$ cat src/design/desr_defines.svh
`ifndef DESR_DEFINES_SVH
`define DESR_DEFINES_SVH

// control register selectors used by the move-to/from-control port
`define DESR_SEL_CORE_INDEX 5'h00
`define DESR_SEL_EXC_CLEAR 5'h01
`define DESR_SEL_EXC_FLAG 5'h02
`define DESR_SEL_POLY_A 5'h03
`define DESR_SEL_POLY_B 5'h04
`define DESR_SEL_INT_CAUSE 5'h05
`define DESR_SEL_LOOP_COUNT 5'h06
`define DESR_SEL_IRQ_SAVE 5'h07
`define DESR_SEL_EXC_SAVE 5'h08

// exception flag positions
`define DESR_EFR_NMI 31
`define DESR_EFR_EXT 30
`define DESR_EFR_INT 1
`define DESR_EFR_SOFT 0

// internal cause positions
`define DESR_CAUSE_MISSED_STALL 8
`define DESR_CAUSE_LOOP_BUFFER 7
`define DESR_CAUSE_PRIVILEGE 6
`define DESR_CAUSE_RES_ACCESS 5
`define DESR_CAUSE_RES_CONFLICT 4
`define DESR_CAUSE_BAD_OPCODE 3
`define DESR_CAUSE_EXEC_PACKET 2
`define DESR_CAUSE_FETCH_PACKET 1
`define DESR_CAUSE_INSTR_FETCH 0
`define DESR_CAUSE_MASK 32'h0000_01ff

// task state save layout
`define DESR_SAVE_HWE 16
`define DESR_SAVE_IB 15
`define DESR_SAVE_IN_PIPELINED_LOOP_FLAG 14
`define DESR_SAVE_GIE 0
`define DESR_TASK_MASK 32'h0000_06df
`define DESR_SAVE_MASK 32'h0000_c6df
`define DESR_EFR_MASK 32'hc000_0003

// reset values
`define DESR_RESET_ZERO 32'h0000_0000
`define DESR_CORE_INDEX_DEFAULT 32'h0000_0000

`endif

$ cat src/design/desr_pkg.sv
package desr_pkg;
  typedef logic [4:0] desr_sel_t;
  typedef logic [31:0] desr_word_t;
  typedef enum logic [1:0] {
    DESR_ACC_IDLE = 2'b00,
    DESR_ACC_DONE = 2'b01,
    DESR_ACC_DENIED = 2'b10
  } desr_acc_t;
endpackage

$ cat src/design/desr_loop_counter.sv
`include "desr_defines.svh"

module desr_loop_counter
  import desr_pkg::*;
(
  // clock and reset
  input wire logic clk,
  input wire logic arst_n,
  // load from a control write
  input wire logic load,
  input wire desr_pkg::desr_word_t load_value,
  // pipelined loop stage boundary
  input wire logic stage_boundary,
  // state
  output desr_pkg::desr_word_t count,
  output logic at_zero
);

  // a load beats a decrement so a restore during the loop is not lost
  always_ff @(posedge clk or negedge arst_n) begin
    if (!arst_n) begin
      count <= `DESR_RESET_ZERO;
    end else if (load) begin
      count <= load_value;
    end else if (stage_boundary && (count != 32'h0000_0000)) begin
      count <= count - 32'h0000_0001; // RL13
    end
  end

  assign at_zero = (count == 32'h0000_0000);

endmodule

$ cat src/design/desr_regs.sv
// Behaviour
// RL1: core index is read-only, integration-set at reset; code resets it to DESR_CORE_INDEX_DEFAULT, loads CORE_INDEX a clock later
// RL2: ones written to clear register clear flags
// RL3: writes to flag register never change flags
// RL4: flag, clear, cause, save registers supervisor only
// RL5: nmi flag bit 31, external flag bit 30
// RL6: internal flag bit 1, software flag bit 0
// RL7: first multiplier uses A-side polynomial
// RL8: second multiplier uses B-side polynomial
// RL9: cause register accumulates coinciding internal causes
// RL10: cause bits 8,7,6: stall, loop buffer, privilege
// RL11: cause bits 5,4,3: access, conflict, opcode
// RL12: cause bits 2,1,0: exec packet, fetch packet, fetch
// RL13: loop counter decrements per stage to zero
// RL14: interrupt entry copies task state to save register
// RL15: saved enable bit shared with previous enable bit
// RL16: interrupt save bit 15 blocked, bit 14 loop
// RL17: interrupt save keeps privilege and context fields
// RL18: nmi or exception saves task state and conditions
// RL19: save bit 16 set hardware, cleared software exception
// RL20: exception save bit 15 blocked, bit 14 loop
// RL21: exception save low bits hold task state
// RL22: user access to supervisor register raises privilege
`include "desr_defines.svh"

module desr_regs
  import desr_pkg::*;
#(
  parameter logic [31:0] CORE_INDEX = `DESR_CORE_INDEX_DEFAULT
)(
  // clock and reset
  input wire logic clk,
  input wire logic arst_n,
  // move-to/from-control port
  input wire logic ctl_rd,
  input wire logic ctl_wr,
  input wire desr_pkg::desr_sel_t ctl_sel,
  input wire desr_pkg::desr_word_t ctl_wdata,
  output desr_pkg::desr_word_t ctl_rdata,
  output logic ctl_ack,
  output logic ctl_denied,
  // processor mode
  input wire logic supervisor_mode,
  // task state inputs
  input wire desr_pkg::desr_word_t task_state,
  input wire logic irq_blocked_flag,
  input wire logic in_pipelined_loop_flag,
  // events
  input wire logic nmi_taken,
  input wire logic ext_exception_input,
  input wire logic [8:0] internal_cause_in,
  input wire logic soft_exc_instr,
  input wire logic soft_exc_noreturn_instr,
  input wire logic irq_taken,
  // control status shared bit
  input wire logic prev_gie_wr,
  input wire logic prev_gie_wdata,
  output logic prev_global_irq_enable,
  // multiplier polynomial
  input wire logic galois_multiply_instr,
  input wire logic galois_multiply_instr_on_second_unit,
  output desr_pkg::desr_word_t galois_multiply_instr_poly,
  output desr_pkg::desr_word_t poly_a_side_reg,
  output desr_pkg::desr_word_t poly_b_side_reg,
  // pipelined loop counter
  input wire logic stage_boundary,
  output desr_pkg::desr_word_t loop_iter_count_reg,
  output logic loop_count_zero,
  // status
  output desr_pkg::desr_word_t exc_flag_reg,
  output desr_pkg::desr_word_t internal_cause_reg,
  output desr_pkg::desr_word_t irq_state_save_reg,
  output desr_pkg::desr_word_t exc_state_save_reg,
  output desr_pkg::desr_word_t core_index_reg,
  output logic exception_pending
);

  import desr_pkg::*;

  desr_acc_t acc_state;
  logic any_acc;
  logic priv_sel;
  logic priv_fault;
  logic wr_ok;
  logic soft_exc;
  logic hw_exc;
  logic int_exc;
  logic [8:0] cause_now;
  desr_word_t next_rdata;
  desr_word_t clear_bits;
  desr_word_t set_bits;
  desr_word_t irq_cap;
  desr_word_t irq_wr;

  function automatic logic is_supervisor_only(input desr_sel_t sel);
    case (sel)
      `DESR_SEL_EXC_CLEAR,
      `DESR_SEL_EXC_FLAG,
      `DESR_SEL_INT_CAUSE,
      `DESR_SEL_IRQ_SAVE,
      `DESR_SEL_EXC_SAVE: is_supervisor_only = 1'b1;
      default: is_supervisor_only = 1'b0;
    endcase
  endfunction

  function automatic desr_word_t capture_task(input desr_word_t ts, input logic blk,
                                              input logic lp);
    desr_word_t v;
    v = ts & `DESR_TASK_MASK;
    v[`DESR_SAVE_IB] = blk;
    v[`DESR_SAVE_IN_PIPELINED_LOOP_FLAG] = lp;
    capture_task = v;
  endfunction

  assign any_acc = ctl_rd | ctl_wr;
  assign priv_sel = is_supervisor_only(ctl_sel);
  assign priv_fault = any_acc && priv_sel && !supervisor_mode; // RL4 RL22
  assign wr_ok = ctl_wr && !priv_fault;
  assign soft_exc = soft_exc_instr | soft_exc_noreturn_instr;

  // the denied access is folded into the cause so it shows like any other source
  always_comb begin
    cause_now = internal_cause_in;
    cause_now[`DESR_CAUSE_PRIVILEGE] = internal_cause_in[`DESR_CAUSE_PRIVILEGE] | priv_fault; // RL22
  end

  assign int_exc = |cause_now;
  assign hw_exc = nmi_taken | ext_exception_input | int_exc;

  // core identity
  always_ff @(posedge clk or negedge arst_n) begin
    if (!arst_n) begin
      core_index_reg <= `DESR_CORE_INDEX_DEFAULT;
    end else begin
      core_index_reg <= CORE_INDEX; // RL1
    end
  end

  // exception flags: direct writes ignored, set wins over clear
  always_comb begin
    set_bits = `DESR_RESET_ZERO;
    set_bits[`DESR_EFR_NMI] = nmi_taken; // RL5
    set_bits[`DESR_EFR_EXT] = ext_exception_input; // RL5
    set_bits[`DESR_EFR_INT] = int_exc; // RL6
    set_bits[`DESR_EFR_SOFT] = soft_exc; // RL6
    clear_bits = `DESR_RESET_ZERO;
    if (wr_ok && ctl_sel == `DESR_SEL_EXC_CLEAR) begin
      clear_bits = ctl_wdata & `DESR_EFR_MASK; // RL2
    end
  end

  always_ff @(posedge clk or negedge arst_n) begin
    if (!arst_n) begin
      exc_flag_reg <= `DESR_RESET_ZERO;
    end else begin
      exc_flag_reg <= (exc_flag_reg & ~clear_bits) | set_bits; // RL2 RL3
    end
  end

  assign exception_pending = |exc_flag_reg;

  // internal cause: sources accumulate, software may rewrite
  always_ff @(posedge clk or negedge arst_n) begin
    if (!arst_n) begin
      internal_cause_reg <= `DESR_RESET_ZERO;
    end else if (wr_ok && ctl_sel == `DESR_SEL_INT_CAUSE) begin
      internal_cause_reg <= (ctl_wdata | {23'h000000, cause_now}) & `DESR_CAUSE_MASK; // RL9
    end else begin
      internal_cause_reg <= internal_cause_reg | {23'h000000, cause_now}; // RL9 RL10 RL11 RL12
    end
  end

  // polynomials
  always_ff @(posedge clk or negedge arst_n) begin
    if (!arst_n) begin
      poly_a_side_reg <= `DESR_RESET_ZERO;
      poly_b_side_reg <= `DESR_RESET_ZERO;
    end else if (wr_ok) begin
      if (ctl_sel == `DESR_SEL_POLY_A) begin
        poly_a_side_reg <= ctl_wdata;
      end
      if (ctl_sel == `DESR_SEL_POLY_B) begin
        poly_b_side_reg <= ctl_wdata;
      end
    end
  end

  // polynomial for the issuing unit, registered with the issue
  always_ff @(posedge clk or negedge arst_n) begin
    if (!arst_n) begin
      galois_multiply_instr_poly <= `DESR_RESET_ZERO;
    end else if (galois_multiply_instr) begin
      galois_multiply_instr_poly <= galois_multiply_instr_on_second_unit ? poly_b_side_reg : poly_a_side_reg; // RL7 RL8
    end
  end

  desr_loop_counter u_loop (
    .clk(clk),
    .arst_n(arst_n),
    .load(wr_ok && ctl_sel == `DESR_SEL_LOOP_COUNT),
    .load_value(ctl_wdata),
    .stage_boundary(stage_boundary),
    .count(loop_iter_count_reg),
    .at_zero(loop_count_zero)
  );

  // whole words first, so only bit 0 is sliced off below
  assign irq_cap = capture_task(task_state, irq_blocked_flag, in_pipelined_loop_flag);
  assign irq_wr = ctl_wdata & `DESR_SAVE_MASK;

  // interrupt save; bit 0 lives in the shared enable flop below
  always_ff @(posedge clk or negedge arst_n) begin
    if (!arst_n) begin
      irq_state_save_reg[31:1] <= 31'h0000_0000;
    end else if (irq_taken) begin
      irq_state_save_reg[31:1] <= irq_cap[31:1]; // RL14 RL16 RL17
    end else if (wr_ok && ctl_sel == `DESR_SEL_IRQ_SAVE) begin
      irq_state_save_reg[31:1] <= irq_wr[31:1];
    end
  end

  // one storage bit serves both views
  always_ff @(posedge clk or negedge arst_n) begin
    if (!arst_n) begin
      prev_global_irq_enable <= 1'b0;
    end else if (irq_taken) begin
      prev_global_irq_enable <= task_state[`DESR_SAVE_GIE]; // RL14 RL15
    end else if (wr_ok && ctl_sel == `DESR_SEL_IRQ_SAVE) begin
      prev_global_irq_enable <= ctl_wdata[`DESR_SAVE_GIE]; // RL15
    end else if (prev_gie_wr) begin
      prev_global_irq_enable <= prev_gie_wdata; // RL15
    end
  end

  assign irq_state_save_reg[0] = prev_global_irq_enable;

  // exception save: hardware sources take precedence over the software instruction
  always_ff @(posedge clk or negedge arst_n) begin
    if (!arst_n) begin
      exc_state_save_reg <= `DESR_RESET_ZERO;
    end else if (hw_exc || soft_exc) begin
      exc_state_save_reg <=
        capture_task(task_state, irq_blocked_flag, in_pipelined_loop_flag); // RL18 RL20 RL21
      exc_state_save_reg[`DESR_SAVE_HWE] <= hw_exc; // RL19
    end else if (wr_ok && ctl_sel == `DESR_SEL_EXC_SAVE) begin
      exc_state_save_reg <= ctl_wdata & (`DESR_SAVE_MASK | 32'h0001_0000);
    end
  end

  // read mux
  always_comb begin
    case (ctl_sel)
      `DESR_SEL_CORE_INDEX: next_rdata = core_index_reg;
      `DESR_SEL_EXC_FLAG: next_rdata = exc_flag_reg;
      `DESR_SEL_POLY_A: next_rdata = poly_a_side_reg;
      `DESR_SEL_POLY_B: next_rdata = poly_b_side_reg;
      `DESR_SEL_INT_CAUSE: next_rdata = internal_cause_reg;
      `DESR_SEL_LOOP_COUNT: next_rdata = loop_iter_count_reg;
      `DESR_SEL_IRQ_SAVE: next_rdata = irq_state_save_reg;
      `DESR_SEL_EXC_SAVE: next_rdata = exc_state_save_reg;
      default: next_rdata = `DESR_RESET_ZERO;
    endcase
  end

  // access outcome, one cycle after the request
  always_ff @(posedge clk or negedge arst_n) begin
    if (!arst_n) begin
      acc_state <= DESR_ACC_IDLE;
      ctl_rdata <= `DESR_RESET_ZERO;
    end else begin
      case ({any_acc, priv_fault})
        2'b10: acc_state <= DESR_ACC_DONE;
        2'b11: acc_state <= DESR_ACC_DENIED; // RL22
        default: acc_state <= DESR_ACC_IDLE;
      endcase
      // a denied read returns zero so no supervisor state leaks
      if (ctl_rd && !priv_fault) begin
        ctl_rdata <= next_rdata; // RL4
      end else if (any_acc) begin
        ctl_rdata <= `DESR_RESET_ZERO;
      end
    end
  end

  assign ctl_ack = (acc_state == DESR_ACC_DONE);
  assign ctl_denied = (acc_state == DESR_ACC_DENIED);

endmodule

$ cat config.mk
export PLATFORM = sky130hd
export DESIGN_NAME = desr_regs
export DESIGN_NICKNAME = d
export VERILOG_FILES = /design/src/design/desr_pkg.sv /design/src/design/desr_loop_counter.sv /design/src/design/desr_regs.sv
export VERILOG_INCLUDE_DIRS = /design/src /design/src/design
export SDC_FILE = /design/constraint.sdc
export NUM_CORES = 1
export LEC_CHECK = 0
export BUFFER_PORTS_ARGS = -buffer_cell sky130_fd_sc_hd__buf_2
export CAP_MARGIN = 30
export CORE_AREA = 2 2 163 165
export DETAILED_ROUTE_END_ITERATION = 8
export DIE_AREA = 0 0 165 167
export PLACE_DENSITY_LB_ADDON = 0.05
export SETUP_SLACK_MARGIN = 0.15
export SYNTH_ARGS = -nofsm -noshare
export SYNTH_HDL_FRONTEND = slang
export SYNTH_SLANG_ARGS = --single-unit
export TNS_END_PERCENT = 30
$ cat constraint.sdc
create_clock -name clk -period 4.6 [get_ports clk]
set_input_delay 0.23 -clock clk [delete_from_list [all_inputs] [get_ports clk]]
set_output_delay 0.23 -clock clk [all_outputs]
set_load 0.02 [all_outputs]
==> results by group <==
Floorplan
  – Row count: 59
  – Die area: around 28000 um^2
  – Die X: 165 um
  – Initial Util: 41.2%
  – I/O pin count: 420
  – Chip Height: 167 um
  – Core Box Area: between 20000 and 30000 um^2

Detailed routing
  – Starting DRT DRC Count: 775
  – Routed Wire Length: 38800 um
  – ANT nets after route: 0
  – Vias per cell: 5.62
  – Post-DR wirelength/cell: ~24 um
  – Vias: 9224
  – Total iterations of the first detailed-routing run: 5
  – DRC: 0

CTS
  – TritonCTS clock tree: done
  – Clk buf depth: 2
  – Clock sink total: 198
  – CTS Root Cell: clkbuf_16
  – Post-CTS setup repair buffer count: 0
  – Clk_lat worst skew: 0.45 ns
  – Clock transition at path regs: 0.08 ns
  – CTS H-tree depth: 4
  – # resized after CTS: 0
  – Cts bufs inserted: 17

GRT
  – Largest net degree at the start of global routing: roughly 100
  – Vias in the first global route: 8313
  – Grt total ovfl: 0
  – Gr usage total: 27.7%
  – Global-route wire length before repair: between 50000 and 60000 um
  – Antenna violations before repair: 3

Timing
  – Unrepaired setup endpoints after global routing: no
  – F_max: about 340 MHz
  – Final period util: a little under two thirds
  – Final-report hold violation count: 0
  – Worst Max-Slew Pin Slew: 0.971 ns
  – Final setup fails: 0
  – Slew Limit Headroom: a little over a third
  – Setup_tns: 0 ns
  – Fin Clk Skew: 0.0198 ns
  – Final slew viol count: 0
  – Post-layout minimum cycle time: ~3 ns

Finish
  – Finished Cell Area: 12500 um^2
  – Final Util: 48.4%
  – Final nets: 1386
  – Area Overhead vs Synth: 17.5%
  – Layout cells sized above 1: 30.9%
  – Non-Filler Instances: 1640
  – Layout fillers: 2557

Synth
  – Post-synth EDFFs: 0
  – Yosys reg bits: 198
  – Yosys top cell area share: a little under half
  – Async SR Flop Fraction: 100%
  – Largest area contributor in the netlist: dfrtp_1
  – Post-synthesis sequential area ratio: between 40% and 50%
  – Distinct cells, synth: 70
  – Most numerous cell in the Yosys netlist: dfrtp_1
  – Syn Std Cell Area: 10600 um^2
  – Post-synth top cells: 198 x dfrtp_1, 126 x buf_4, 80 x nor2_1, 59 x mux2_2, 53 x a21oi_1
  – Syn. warnings: 0
  – Syn avg cell area: 10.1 um^2
  – Ys flop type: dfrtp_1
  – Post-Synthesis Cells: approximately 1000
  – Synth top area cells: dfrtp_1 47%, buf_4 8.9%, mux2_2 6.3%

Placement
  – Cells after DPL: 1600
  – Number of port buffers: ~270
  – Post-place instance area: 11800 um^2
  – Placer Congestion: 0.909
  – Final HPWL DP: 28100 um

Job
  – Max-Cap Viols: 0

Hold path
  – HP Class: primary input to register

Setup path
  – Critical Path AT: between 2 and 3 ns
  – CP Max Fanout: 12
  – Crit end category: output pin
  – R2R Setup Slk: 1.82 ns
  – Crit start category: register
  – CP required: ~4.4 ns
  – Worst Path Class, Setup: register to output pin

Pwr
  – PwrDens: 435 nW/um^2
  – LEAKAGE: 5.92 nW
  – Peak supply drop: between 0.00015 and 0.0002 V

Run status
  – Outcome: completed
==> critical path, cell delays in order (launching register included) <==
cell and delay, ns:
dfrtp_1 0.56, nor4_4 0.42, and4_1 0.58, nand3_1 0.23, inv_1 0.24, buf_2 0.21
==> cell type report <==
type	count	area, um^2	area share [%]
Sequential cell	198	4950	39.7
Multi-Input combinational cell	772	4880	39.1
Timing Repair Buffer	293	1550	12.4
Clock buffer	17	425	3.41
Tap cell	335	419	3.36
Clock inverter	15	205	1.65
Inverter	7	26.3	0.211
Antenna cell	3	7.51	0.0602
==> worst paths after layout <==
path                                       from                    end  depth (start not counted)
worst max-delay path            u_loop.count[2]        loop_count_zero                          5
worst min-delay path              ctl_wdata[25]       u_loop.count[25]                          3
worst max register to register  u_loop.count[1]       u_loop.count[13]                          7
worst min register to register    ctl_rdata[13]          ctl_rdata[13]                          2
max in group asynchronous                arst_n  internal_cause_reg[1]                          3
min in group asynchronous                arst_n       u_loop.count[24]                          2
==> stage by stage <==
step	hold slack [ns]	power (W)	setup slack, ns
2_1_floorplan	-0.0656	0.00327	2.39
3_3_place_gp	0.406	0.00384	1.91
3_5_place_dp	0.401	0.00386	1.85
4_1_cts	0.0176	0.00545	1.70
5_1_grt	0.0469	0.00566	1.50
6_report	0.0275	0.00543	1.68
==> per-layer routing <==
layer	GRT usage, %	share of wire, %	up-vias
met4	5.29	1.2	0
met3	4.63	8.1	34
met2	40.7	45	492
met1	42.9	45	4603
met5	0	0	-
li1	-	-	4095
==> cell usage in the layout, fill, tap and decap left out, types with 8 or more instances in the layout <==
| cell type | synthesis | final |
|---|---|---|
| mux2i_1 | 40 | 40 |
| a31oi_1 | 36 | 36 |
| nor2_1 | 80 | 76 |
| buf_4 | 126 | 15 |
| or4_1 | 12 | 12 |
| xor2_1 | 8 | 8 |
| nor3_1 | 13 | 13 |
| a22oi_1 | 51 | 51 |
| a22o_1 | 20 | 20 |
| o211ai_1 | 9 | 9 |
| a21oi_1 | 53 | 53 |
| o21ai_0 | 45 | 45 |
| clkbuf_16 | 0 | 17 |
| nand4_1 | 14 | 14 |
| nand3_1 | 35 | 34 |
| dfrtp_1 | 198 | 198 |
| nand2_1 | 48 | 48 |
| nor4_1 | 8 | 8 |
| a32oi_1 | 13 | 13 |
| or3_1 | 8 | 8 |
| conb_1 | 1 | 124 |
| mux2_2 | 59 | 59 |
| buf_2 | 17 | 271 |
| nor2b_1 | 13 | 13 |
==> repair_timing <==
action,CTS,global route
hold buffers,5,0
endpoints found under the hold margin,102,0
setup endpoints to repair,0,0
==> power breakdown <==
| part | internal, W | switching (W) |
|---|---|---|
| Sequential | 0.00199 | 0.000404 |
| Clock | 0.000793 | 0.000794 |
| Combinational | 0.000484 | 0.000959 |
| Total | 0.00327 | 0.00216 |
==> logic make-up after synthesis <==
| family | after synthesis | synth area share, % |
|---|---|---|
| other | 1 | 0.0353 |
| AND/OR/NAND/NOR | 263 | 12.5 |
| buffers and inverters | 202 | 11.9 |
| AO/OA/AOI/OAI | 269 | 17.3 |
| multiplexers | 105 | 10.7 |
| adder cells (fa/ha/maj) | 2 | 0.236 |
| XOR/XNOR | 9 | 0.743 |
| flip-flops | 198 | 46.7 |
Power figures use the tool's default switching activity.
